## config.mk

```make
export PLATFORM = sky130hd
export DESIGN_NAME = pos_sideband
export DESIGN_NICKNAME = d
export VERILOG_FILES = /design/src/hw/pos_pkg.sv /design/src/hw/pos_sideband.sv
export SDC_FILE = /design/constraint.sdc
export NUM_CORES = 1
export LEC_CHECK = 0
export BUFFER_PORTS_ARGS = -buffer_cell sky130_fd_sc_hd__buf_2
export CORE_MARGIN = 8
export CORE_UTILIZATION = 65
export DETAILED_ROUTE_END_ITERATION = 7
export GPL_TIMING_DRIVEN = 0
export PLACE_DENSITY = 0.83
export SYNTH_ARGS = -nofsm -noshare
export SYNTH_HDL_FRONTEND = slang
export SYNTH_SLANG_ARGS = --single-unit
```

## constraint.sdc

```tcl
create_clock -name SYS_CLK_I -period 9.7 [get_ports SYS_CLK_I]
set_clock_uncertainty 0.15 [all_clocks]
set_input_delay 2.425 -clock SYS_CLK_I [delete_from_list [all_inputs] [get_ports SYS_CLK_I]]
set_output_delay 2.425 -clock SYS_CLK_I [all_outputs]
set_load 0.02 [all_outputs]
```

## src/hw/pos_pkg.sv

```systemverilog
// constants for the pluggable optic sideband control block
package pos_pkg;
    localparam int unsigned CLK_MHZ          = 250;
    localparam int unsigned T_OFF_US         = 10;
    localparam int unsigned T_ON_MS          = 1;
    localparam int unsigned T_INIT_MS        = 300;
    localparam int unsigned T_FAULT_US       = 100;
    localparam int unsigned T_RESET_US       = 10;
    localparam int unsigned T_LOSS_US        = 100;
    localparam int unsigned OFF_CYC          = T_OFF_US * CLK_MHZ;
    localparam int unsigned ON_CYC           = T_ON_MS * 1000 * CLK_MHZ;
    localparam int unsigned INIT_CYC         = T_INIT_MS * 1000 * CLK_MHZ;
    localparam int unsigned FAULT_CYC        = T_FAULT_US * CLK_MHZ;
    localparam int unsigned RESET_HOLD_CYC   = T_RESET_US * CLK_MHZ;
    localparam int unsigned LOSS_CYC         = T_LOSS_US * CLK_MHZ;
    localparam logic [6:0]  ID_DEV_ADDR      = 7'h50;
    localparam int unsigned ID_CLK_MAX_KHZ   = 100;
    localparam logic [7:0]  ID_ROM_FILL      = 8'h00;

    typedef enum logic [3:0] {
        ST_INIT  = 4'b0001,
        ST_OFF   = 4'b0010,
        ST_ON    = 4'b0100,
        ST_FAULT = 4'b1000
    } pos_state_t;

    typedef enum logic [4:0] {
        IS_IDLE = 5'b00001,
        IS_ADDR = 5'b00010,
        IS_ACK  = 5'b00100,
        IS_RD   = 5'b01000,
        IS_RACK = 5'b10000
    } pos_id_t;
endpackage

```

## src/hw/pos_sideband.sv

```systemverilog
// sideband control: laser enable, fault, signal loss, presence, id two-wire slave
`timescale 1ns/1ps
`default_nettype none

module pos_sideband
    import pos_pkg::*;
#(
    parameter int unsigned ON_CYCLES   = ON_CYC,
    parameter int unsigned INIT_CYCLES = INIT_CYC,
    parameter int unsigned LOSS_CYCLES = LOSS_CYC,
    parameter int unsigned RST_CYCLES  = RESET_HOLD_CYC
) (
    input  wire logic SYS_CLK_I,
    input  wire logic RST_I,
    input  wire logic TX_DISABLE_I,
    input  wire logic LASER_FAULT_I,
    input  wire logic RX_POWER_LOW_I,
    input  wire logic RX_DATA_I,
    input  wire logic ID_SERIAL_CLOCK_I,
    input  wire logic ID_SERIAL_DATA_I,
    output logic      ID_SERIAL_DATA_O,
    output logic      ID_SERIAL_DATA_OE_N_O,
    output logic      LASER_ON_O,
    output logic      TX_FAULT_O,
    output logic      TX_FAULT_OE_N_O,
    output logic      RX_SIGNAL_ABSENT_O,
    output logic      RX_SIGNAL_ABSENT_OE_N_O,
    output logic      RX_DATA_O,
    output logic      MODULE_PRESENT_N_O,
    output logic      MODULE_PRESENT_N_OE_N_O
);
    // ------------------------------------------------------------
    // input synchronisers
    // ------------------------------------------------------------
    // unconnected disable reads high: pull-up modelled by reset value
    logic [1:0] dis_s_r, flt_s_r, pwr_s_r, scl_s_r, sda_s_r, rxd_s_r;
    logic       scl_d_r, sda_d_r;
    always_ff @(posedge SYS_CLK_I or posedge RST_I) begin
        if (RST_I) begin
            dis_s_r <= 2'h3;
            flt_s_r <= 2'h0;
            pwr_s_r <= 2'h3;
            scl_s_r <= 2'h3;
            sda_s_r <= 2'h3;
            rxd_s_r <= 2'h0;
            scl_d_r <= 1'b1;
            sda_d_r <= 1'b1;
        end else begin
            dis_s_r <= {dis_s_r[0], TX_DISABLE_I};
            flt_s_r <= {flt_s_r[0], LASER_FAULT_I};
            pwr_s_r <= {pwr_s_r[0], RX_POWER_LOW_I};
            scl_s_r <= {scl_s_r[0], ID_SERIAL_CLOCK_I};
            sda_s_r <= {sda_s_r[0], ID_SERIAL_DATA_I};
            rxd_s_r <= {rxd_s_r[0], RX_DATA_I};
            scl_d_r <= scl_s_r[1];
            sda_d_r <= sda_s_r[1];
        end
    end
    wire dis  = dis_s_r[1];
    wire flt  = flt_s_r[1];
    wire pwr_low = pwr_s_r[1];
    wire scl  = scl_s_r[1];
    wire sda  = sda_s_r[1];

    // ------------------------------------------------------------
    // transmitter state machine
    // ------------------------------------------------------------
    pos_state_t st_r, st_nxt;
    logic [31:0] tmr_r, tmr_nxt;
    logic [31:0] hold_r;
    logic        laser_r, fault_r;

    wire dis_held  = (hold_r >= RST_CYCLES);
    wire init_done = (tmr_r >= INIT_CYCLES - 1);
    wire on_done   = (tmr_r >= ON_CYCLES - 1);

    function automatic logic [31:0] inc32(input logic [31:0] v);
        return v + 32'h0000_0001;
    endfunction

    always_comb begin
        st_nxt  = st_r;
        tmr_nxt = inc32(tmr_r);
        unique case (st_r)
            ST_INIT: begin
                if (init_done) begin
                    st_nxt  = dis ? ST_OFF : ST_ON;
                    tmr_nxt = 32'h0000_0000;
                end
            end
            ST_OFF: begin
                tmr_nxt = 32'h0000_0000;
                if (!dis)
                    st_nxt = ST_ON;
            end
            ST_ON: begin
                if (dis) begin
                    st_nxt  = ST_OFF;
                    tmr_nxt = 32'h0000_0000;
                end else if (flt) begin
                    st_nxt  = ST_FAULT;
                end else if (!on_done) begin
                    tmr_nxt = inc32(tmr_r);
                end else begin
                    tmr_nxt = tmr_r;
                end
            end
            ST_FAULT: begin
                tmr_nxt = 32'h0000_0000;
                if (!dis && dis_held)
                    st_nxt = ST_INIT;
            end
        endcase
    end

    always_ff @(posedge SYS_CLK_I or posedge RST_I) begin
        if (RST_I) begin
            st_r    <= ST_INIT;
            tmr_r   <= 32'h0000_0000;
            hold_r  <= 32'h0000_0000;
            laser_r <= 1'b0;
            fault_r <= 1'b0;
        end else begin
            st_r    <= st_nxt;
            tmr_r   <= tmr_nxt;
            hold_r  <= dis ? (dis_held ? hold_r : inc32(hold_r)) : 32'h0000_0000;
            laser_r <= (st_nxt == ST_ON) && !dis;
            fault_r <= (st_nxt == ST_FAULT);
        end
    end

    assign LASER_ON_O      = laser_r;
    // open-drain: low drive while enable low
    assign TX_FAULT_O      = 1'b0;
    assign TX_FAULT_OE_N_O = fault_r;

    a_laser_off_fast: assert property (@(posedge SYS_CLK_I) disable iff (RST_I)
        $rose(dis) |-> ##[1:2] !LASER_ON_O)
        else $error("laser still on after disable");
    a_fault_flag_sets: assert property (@(posedge SYS_CLK_I) disable iff (RST_I)
        (st_r == ST_ON && !dis && flt) |=> ##1 !TX_FAULT_OE_N_O == 1'b0)
        else $error("fault not reported");
    a_laser_follows_dis: assert property (@(posedge SYS_CLK_I) disable iff (RST_I)
        dis |=> !LASER_ON_O)
        else $error("laser on while disabled");
    a_fault_no_laser: assert property (@(posedge SYS_CLK_I) disable iff (RST_I)
        TX_FAULT_OE_N_O |-> !LASER_ON_O)
        else $error("laser on during fault");
    a_fault_clear: assert property (@(posedge SYS_CLK_I) disable iff (RST_I)
        (st_r == ST_FAULT && !dis && dis_held) |=> st_r == ST_INIT)
        else $error("fault reset not taken");
    a_laser_on_fast: assert property (@(posedge SYS_CLK_I) disable iff (RST_I)
        (st_r == ST_OFF && !dis) |=> LASER_ON_O)
        else $error("laser not restored");
    a_init_no_fault: assert property (@(posedge SYS_CLK_I) disable iff (RST_I)
        (st_r == ST_INIT) |-> !TX_FAULT_OE_N_O)
        else $error("fault shown during init");

    // ------------------------------------------------------------
    // signal loss filter
    // ------------------------------------------------------------
    logic [31:0] loss_cnt_r;
    logic        absent_r, rxd_r;
    wire         loss_diff = (pwr_low != absent_r);
    wire         loss_flip = loss_diff && (loss_cnt_r >= LOSS_CYCLES - 8);
    always_ff @(posedge SYS_CLK_I or posedge RST_I) begin
        if (RST_I) begin
            loss_cnt_r <= 32'h0000_0000;
            absent_r   <= 1'b1;
            rxd_r      <= 1'b0;
        end else begin
            loss_cnt_r <= (loss_diff && !loss_flip) ? inc32(loss_cnt_r) : 32'h0000_0000;
            if (loss_flip)
                absent_r <= pwr_low;
            rxd_r <= (absent_r || loss_flip && pwr_low) ? 1'b0 : rxd_s_r[1];
        end
    end
    assign RX_SIGNAL_ABSENT_O      = 1'b0;
    assign RX_SIGNAL_ABSENT_OE_N_O = absent_r;
    assign RX_DATA_O               = rxd_r;
    // presence pin always pulled to ground
    assign MODULE_PRESENT_N_O      = 1'b0;
    assign MODULE_PRESENT_N_OE_N_O = 1'b0;

    a_loss_bounded: assert property (@(posedge SYS_CLK_I) disable iff (RST_I)
        loss_diff |-> loss_cnt_r < LOSS_CYCLES)
        else $error("loss filter overran");
    a_rx_data_low: assert property (@(posedge SYS_CLK_I) disable iff (RST_I)
        $past(absent_r) && absent_r |-> !RX_DATA_O)
        else $error("data not held low in loss");
    a_loss_filtered: assert property (@(posedge SYS_CLK_I) disable iff (RST_I)
        $changed(RX_SIGNAL_ABSENT_OE_N_O) |-> $past(loss_cnt_r) >= LOSS_CYCLES - 8)
        else $error("loss output flipped before filter span");

    // ------------------------------------------------------------
    // id two-wire slave, read-only byte memory
    // ------------------------------------------------------------
    // host keeps the clock at or under the limit; oversampling relies on it
    wire start_c = scl && scl_d_r && sda_d_r && !sda;
    wire stop_c  = scl && scl_d_r && !sda_d_r && sda;
    wire scl_up  = scl && !scl_d_r;
    wire scl_dn  = !scl && scl_d_r;

    pos_id_t     is_r;
    logic [2:0]  bit_r;
    logic [7:0]  sh_r, ptr_r;
    logic        rd_r, wr_ptr_r, sda_drv_r;
    always_ff @(posedge SYS_CLK_I or posedge RST_I) begin
        if (RST_I) begin
            is_r      <= IS_IDLE;
            bit_r     <= 3'h0;
            sh_r      <= 8'h00;
            ptr_r     <= 8'h00;
            rd_r      <= 1'b0;
            wr_ptr_r  <= 1'b0;
            sda_drv_r <= 1'b0;
        end else if (start_c) begin
            is_r      <= IS_ADDR;
            bit_r     <= 3'h0;
            wr_ptr_r  <= 1'b0;
            sda_drv_r <= 1'b0;
        end else if (stop_c) begin
            is_r      <= IS_IDLE;
            sda_drv_r <= 1'b0;
        end else begin
            unique case (is_r)
                IS_IDLE: sda_drv_r <= 1'b0;
                IS_ADDR: if (scl_up) begin
                    sh_r  <= {sh_r[6:0], sda};
                    bit_r <= bit_r + 3'h1;
                    if (bit_r == 3'h7) begin
                        if (sh_r[6:0] == ID_DEV_ADDR || wr_ptr_r) begin
                            is_r <= IS_ACK;
                            rd_r <= sda && !wr_ptr_r;
                            if (wr_ptr_r)
                                ptr_r <= {sh_r[6:0], sda};
                        end else begin
                            is_r <= IS_IDLE;
                        end
                    end
                end
                IS_ACK: begin
                    if (scl_dn && !sda_drv_r) begin
                        sda_drv_r <= 1'b1;
                    end else if (scl_dn) begin
                        wr_ptr_r  <= !rd_r && !wr_ptr_r;
                        is_r      <= rd_r ? IS_RD : IS_ADDR;
                        sh_r      <= ID_ROM_FILL;
                        sda_drv_r <= rd_r && !ID_ROM_FILL[7];
                    end
                end
                IS_RD: if (scl_dn) begin
                    bit_r     <= bit_r + 3'h1;
                    sh_r      <= {sh_r[6:0], 1'b0};
                    sda_drv_r <= (bit_r != 3'h7) && !sh_r[6];
                    if (bit_r == 3'h7) begin
                        is_r  <= IS_RACK;
                        ptr_r <= ptr_r + 8'h01;
                    end
                end
                // next byte starts at the end of the master ack clock
                IS_RACK: begin
                    if (scl_up && sda) begin
                        is_r <= IS_IDLE;
                    end else if (scl_dn) begin
                        is_r      <= IS_RD;
                        sh_r      <= ID_ROM_FILL;
                        sda_drv_r <= !ID_ROM_FILL[7];
                    end
                end
            endcase
        end
    end
    assign ID_SERIAL_DATA_O      = 1'b0;
    assign ID_SERIAL_DATA_OE_N_O = !sda_drv_r;

    a_id_idle_quiet: assert property (@(posedge SYS_CLK_I) disable iff (RST_I)
        (is_r == IS_IDLE && $past(is_r) == IS_IDLE) |-> ID_SERIAL_DATA_OE_N_O)
        else $error("data line driven while idle");
    a_id_foreign_quiet: assert property (@(posedge SYS_CLK_I) disable iff (RST_I)
        (is_r == IS_ADDR && scl_up && bit_r == 3'h7 && !wr_ptr_r && sh_r[6:0] != ID_DEV_ADDR)
        |=> (is_r == IS_IDLE && ID_SERIAL_DATA_OE_N_O))
        else $error("foreign address answered");
endmodule

`default_nettype wire
```

Word level (Yosys, flattened, before mapping)
Cells that the tools add are included.

operators by class
  add/sub/neg operators = 4
  order comparisons = 4
  equality and inequality tests = 35
  mux-type cells = 53
  bitwise logic cells = 2
  reduce and logical (&&, ||, !) cells = 42

operators with widths
  cell                   number
  $mux 32                7
  $add 32x1->32 const B  3
  $pmux 32 s3            1
  $mux 5                 10
  $mux 8                 5
  $ne 4x4->1 const B     9
  $ge 32x12->1 const B   1
  $ge 32x15->1 const B   1
  $ge 32x18->1 const B   1
  $ge 32x27->1 const B   1
  $pmux 8 s4             1
  $mux 4                 6
  $pmux 5 s4             1
  $mux 3                 6
  $logic_and 1x1->1      17
  $pmux 4 s4             1
  $ne 2x2->1 const B     7
  $mux 1                 13
  $reduce_bool 6->1      2
  $logic_not 1->1        10
  $ne 5x5->1 const B     2
  $ne 3x3->1 const B     3
  $eq 4x3->1 const B     2
  $eq 4x4->1 const B     2
  24 further kinds       28

word-level totals
  register bits = 137

Logic depth before layout (Yosys ltp)
  depth in word-level cells = 8
  depth in mapped cells = 9

Least setup slack after synthesis
No wires, ideal clock.

  kind = reg-to-output
  start point = register absent_r (netlist: RX_SIGNAL_ABSENT_OE_N_O)
  end point = output RX_SIGNAL_ABSENT_OE_N_O
  arrival = 587 ps
  required time = 7125 ps
  slack = 6538 ps
  cell stages (with the launch flop) = 1
  buffers on the path = 0
  path through = dfstp_2

RTL lines
  what                    RTL line             RTL
  start, declared         pos_sideband.sv:163  logic absent_r, rxd_r;
  start signal, assigned  pos_sideband.sv:174  absent_r <= pwr_low;
  end, declared           pos_sideband.sv:27   output logic RX_SIGNAL_ABSENT_OE_N_O,

No word-level cell between the ends.

Final worst setup path
  start point = register absent_r (netlist: RX_SIGNAL_ABSENT_OE_N_O)
  end point = output RX_SIGNAL_ABSENT_OE_N_O

No word-level cell between the ends.

==> metrics.md <==
| Metric | Value |
|---|---|
| Status | complete, no violations |
| Transition at the pin with the smallest max-transition slack | slightly above 800 ps |
| Stage delay of the slowest cell on the critical path | 560 ps |
| Post-synthesis cell count | approximately 600 |
| Average size of a mapped cell | 10.5 µm² |
| Number of placed instances, taps included | roughly 770 |
| Final core occ | approximately three quarters |
| Prevailing post-synth register cell | sky130_fd_sc_hd__dfrtp_1 |
| Gpl congestion | 0.877 |
| Post-DP HPWL | 8.29 mm |
| Number of buffer and inverter instances along the worst setup path | 1 |
| Port buffer count | 12 |
| I/O pin count | 18 |
| Clock latency at the later pin of the worst-skew pair | 520 ps |
| Power per unit of standard cell area | between 150 and 200 mW/mm² |
| Syn Std Cell Area | around 0.0063 mm² |
| Worst setup path category | register to output pin |
| Critical R2R Launch | tmr_r[0]$_DFFE_PP0P_ |
| Cell variety after synth | 67 |
| Antenna violations before repair | 0 |
| Cell depth of the worst hold path | 0 |
| Synth warnings | 0 |
| Detailed Route Iter0 Violations | 481 |
| Slew HR | between 40% and 50% |
| Hold-fix buffer count after cts | 0 |
| CTS H-tree lvls | 4 |
| Via count | roughly 4700 |
| Count of max-cap constraint violations | 0 |
| Critical-path top delay cell | sky130_fd_sc_hd__dfstp_2 |
| Endpoint of the worst register-to-register path | tmr_r[22]$_DFFE_PP0P_ |
| Final cycle utilization of the critical path | between 30% and 40% |
| Storage element area | 0.00342 mm² |
| Top Family by Delay on Critical Path | flip-flops |
| Arrival time of the worst setup path | approximately 1300 ps |
| Row Count | 36 |
| Layout overhead on the synthesized area | 14.4% |
| TritonCTS Sinks | 136 |
| # Post-CTS Setup Buffers | 0 |
| Number of flops mapped to enable cells by yosys | 0 |
| Final std cells w/o fill | 801 |
| CP cell instances | buf_2 |
| Terminating pin of the worst hold path | flt_s_r[1]$_DFF_PP0_ |
| Total CTS buffers | 17 |
| Routed via count divided by cell count | slightly below 6 |
| Routed wire length | 12.8 mm |
| Number of inserted diodes | 0 |
| Shortest clock period the worst path allows after layout | 3830 ps |
| Area of the multi-input gates | around 0.0028 mm² |
| Final routed wire length divided by cell count | 16.0 µm |
| Residual DRC | 0 |
| Setup slack at placement | between 6000 and 7000 ps |
| Global-route wire length before repair | 22.1 mm |
| Most frequent cells in the layout | 123 x sky130_fd_sc_hd__dfrtp_1, 65 x sky130_fd_sc_hd__nor2_1, 46 x sky130_fd_sc_hd__nand2_1 |
| Pin count of the biggest net entering global routing | 77 |
| Share of post-route cells with drive strength above 1 | 13.8% |
| Startpoint of the most critical hold path | flt_s_r[0]$_DFF_PP0_ |
| Worst min path class | register to register |
| Reported leakage power | between 0.003 and 0.004 µW |
| Seq/Total Area, Yosys | 54.0% |
| Top cell type by total area after synthesis | sky130_fd_sc_hd__dfrtp_1 |
| Number of buffers between clock root and the deepest sink | 2 |
| Sum Neg Setup Slack | 0 ps |
| Die W | 115 µm |
| Hold violation total from the final report | 0 |
| Number of optimization iterations in the first detailed-route pass | 5 |
| Fill cell total of the finished layout | 676 |
| Most common cell after layout, fill and taps aside | sky130_fd_sc_hd__dfrtp_1 |
| Clk Tree Root Cell | sky130_fd_sc_hd__clkbuf_8 |
| Total global-route track usage | 21.2% |
| Highest ir drop seen on vdd | 0.143 mV |
| TritonCTS clock tree | done |
| Core region area | 0.00964 mm² |
| Total die area | roughly 0.013 mm² |
| Share of the synthesized area in the top cell type | between 40% and 50% |
| Post-route setup slack | 5870 ps |
| Max Slew Vio Count | 0 |
| Reg2reg setup slack | around 7000 ps |
| Top cells by area, synth | sky130_fd_sc_hd__dfrtp_1 49%, sky130_fd_sc_hd__dfstp_2 5.4%, sky130_fd_sc_hd__xor2_1 4.0% |
| Chip Height | between 100 and 150 µm |
| CP endpoint kind | output pin |
| Remaining antenna violation count after routing | 0 |
| Maximum clock frequency | 0.261 GHz |
| Number of synthesized register bits | 136 |
| Critical path launch point type | register |
| Post-synth ARST share | 100% |
| Final worst hold slack | about 200 ps |
| Resized cells post-CTS | 0 |
| Worst-path fanout max | 4 |
| CP required | 7130 ps |
| Starting density of the core | 65.7% |
| Depth of the worst register-to-register path | 9 |
| Final setup fails | 0 |
| Count of nets after finishing | between 600 and 700 |
| CTS clock-pin slew for the worst setup and hold paths | 60 ps |
| Overflow left after global routing | 0 |
| Setup repair after global routing missed its margin | false |
| Number of global-route vias before repair | 4788 |
-- metrics by stage --
stage / cell area (µm²) / power (µW)
6_report: 7250 / 1300
5_1_grt: 7250 / 1340
2_1_floorplan: 6420 / 666
3_5_place_dp: 6680 / 686
4_1_cts: 7250 / 1310
3_3_place_gp: 6640 / 680
-- routing by layer --
| layer | GRT usage [%] | wire (µm) | vias to the layer above |
|---|---|---|---|
| li1 | - | - | 2193 |
| met1 | 25.3 | 5340 | 2296 |
| met2 | 35.2 | 6530 | 165 |
| met3 | 5.41 | 678 | 25 |
| met4 | 10.5 | 236 | 0 |
| met5 | 0 | 0 | - |
-- state kept, by name (all words and copies together) (netlist names), 2 cells and up --
| register | flops |
|---|---|
| bit_r | 3 |
| dis_s_r | 2 |
| flt_s_r | 2 |
| hold_r | 32 |
| is_r | 5 |
| loss_cnt_r | 32 |
| pwr_s_r | 2 |
| rxd_s_r | 2 |
| scl_s_r | 2 |
| sda_s_r | 2 |
| sh_r | 7 |
| st_r | 4 |
| tmr_r | 32 |
-- cell type report --
type / count / share of cell area, %
buffer: 26 / 2.04
inverter: 14 / 0.794
sequential: 136 / 47.2
tap: 133 / 2.29
timing repair buffer: 13 / 1.21
clock inverter: 7 / 1.28
multi-input combinational: 447 / 38.6
clock buffer: 25 / 6.68
-- worst max path at each step --
stage	startpoint	end	slack [ps]	cells after the start
floorplan	RST_I	LASER_ON_O$_DFF_PP0_	3510	1
global placement	RST_I	tmr_r[4]$_DFFE_PP0P_	2340	2
detailed placement	RST_I	pwr_s_r[0]$_DFF_PP1_	6180	3
CTS	RX_SIGNAL_ABSENT_OE_N_O$_DFFE_PP1P_	RX_SIGNAL_ABSENT_OE_N_O	5840	1
global route	RX_SIGNAL_ABSENT_OE_N_O$_DFFE_PP1P_	RX_SIGNAL_ABSENT_OE_N_O	5820	1
finish	RX_SIGNAL_ABSENT_OE_N_O$_DFFE_PP1P_	RX_SIGNAL_ABSENT_OE_N_O	5870	1
-- where the power goes --
part | leakage (µW) | internal, µW | switching (µW)
Combinational | 0.00121 | 24.2 | 45.3
Clock | 0.000274 | 392 | 225
Sequential | 0.00179 | 592 | 18.1
-- Yosys cell counts (all sizes together) (4+ instances only) --
library cell / instances
dfrtp: 123
nor2: 66
nand2: 46
and2: 33
nand3: 33
xor2: 29
nand4: 24
xnor2: 24
o21ai: 22
buf: 20
nor3: 15
nor4: 15
inv: 14
dfstp: 13
and3: 12
a21oi: 9
ha: 7
nand2b: 7
o211ai: 7
clkbuf: 6
nand4b: 6
nor2b: 5
nor3b: 5
or3: 5
or4: 5
a31oi: 4
-- cells by family (layout without fill, tap and decap cells) --
kind of cell	count (synthesis)	in the layout	share of synthesized area [%]
AO/OA/AOI/OAI	70	70	7.92
XOR/XNOR	53	53	7.32
adder cells (fa/ha/maj)	7	7	1.38
buffers and inverters	40	85	3.16
flip-flops	136	136	54.0
multiplexers	6	6	1.01
other	1	22	0.0592
AND/OR/NAND/NOR	289	289	25.2
No activity file was read; power rests on OpenSTA's default activity.
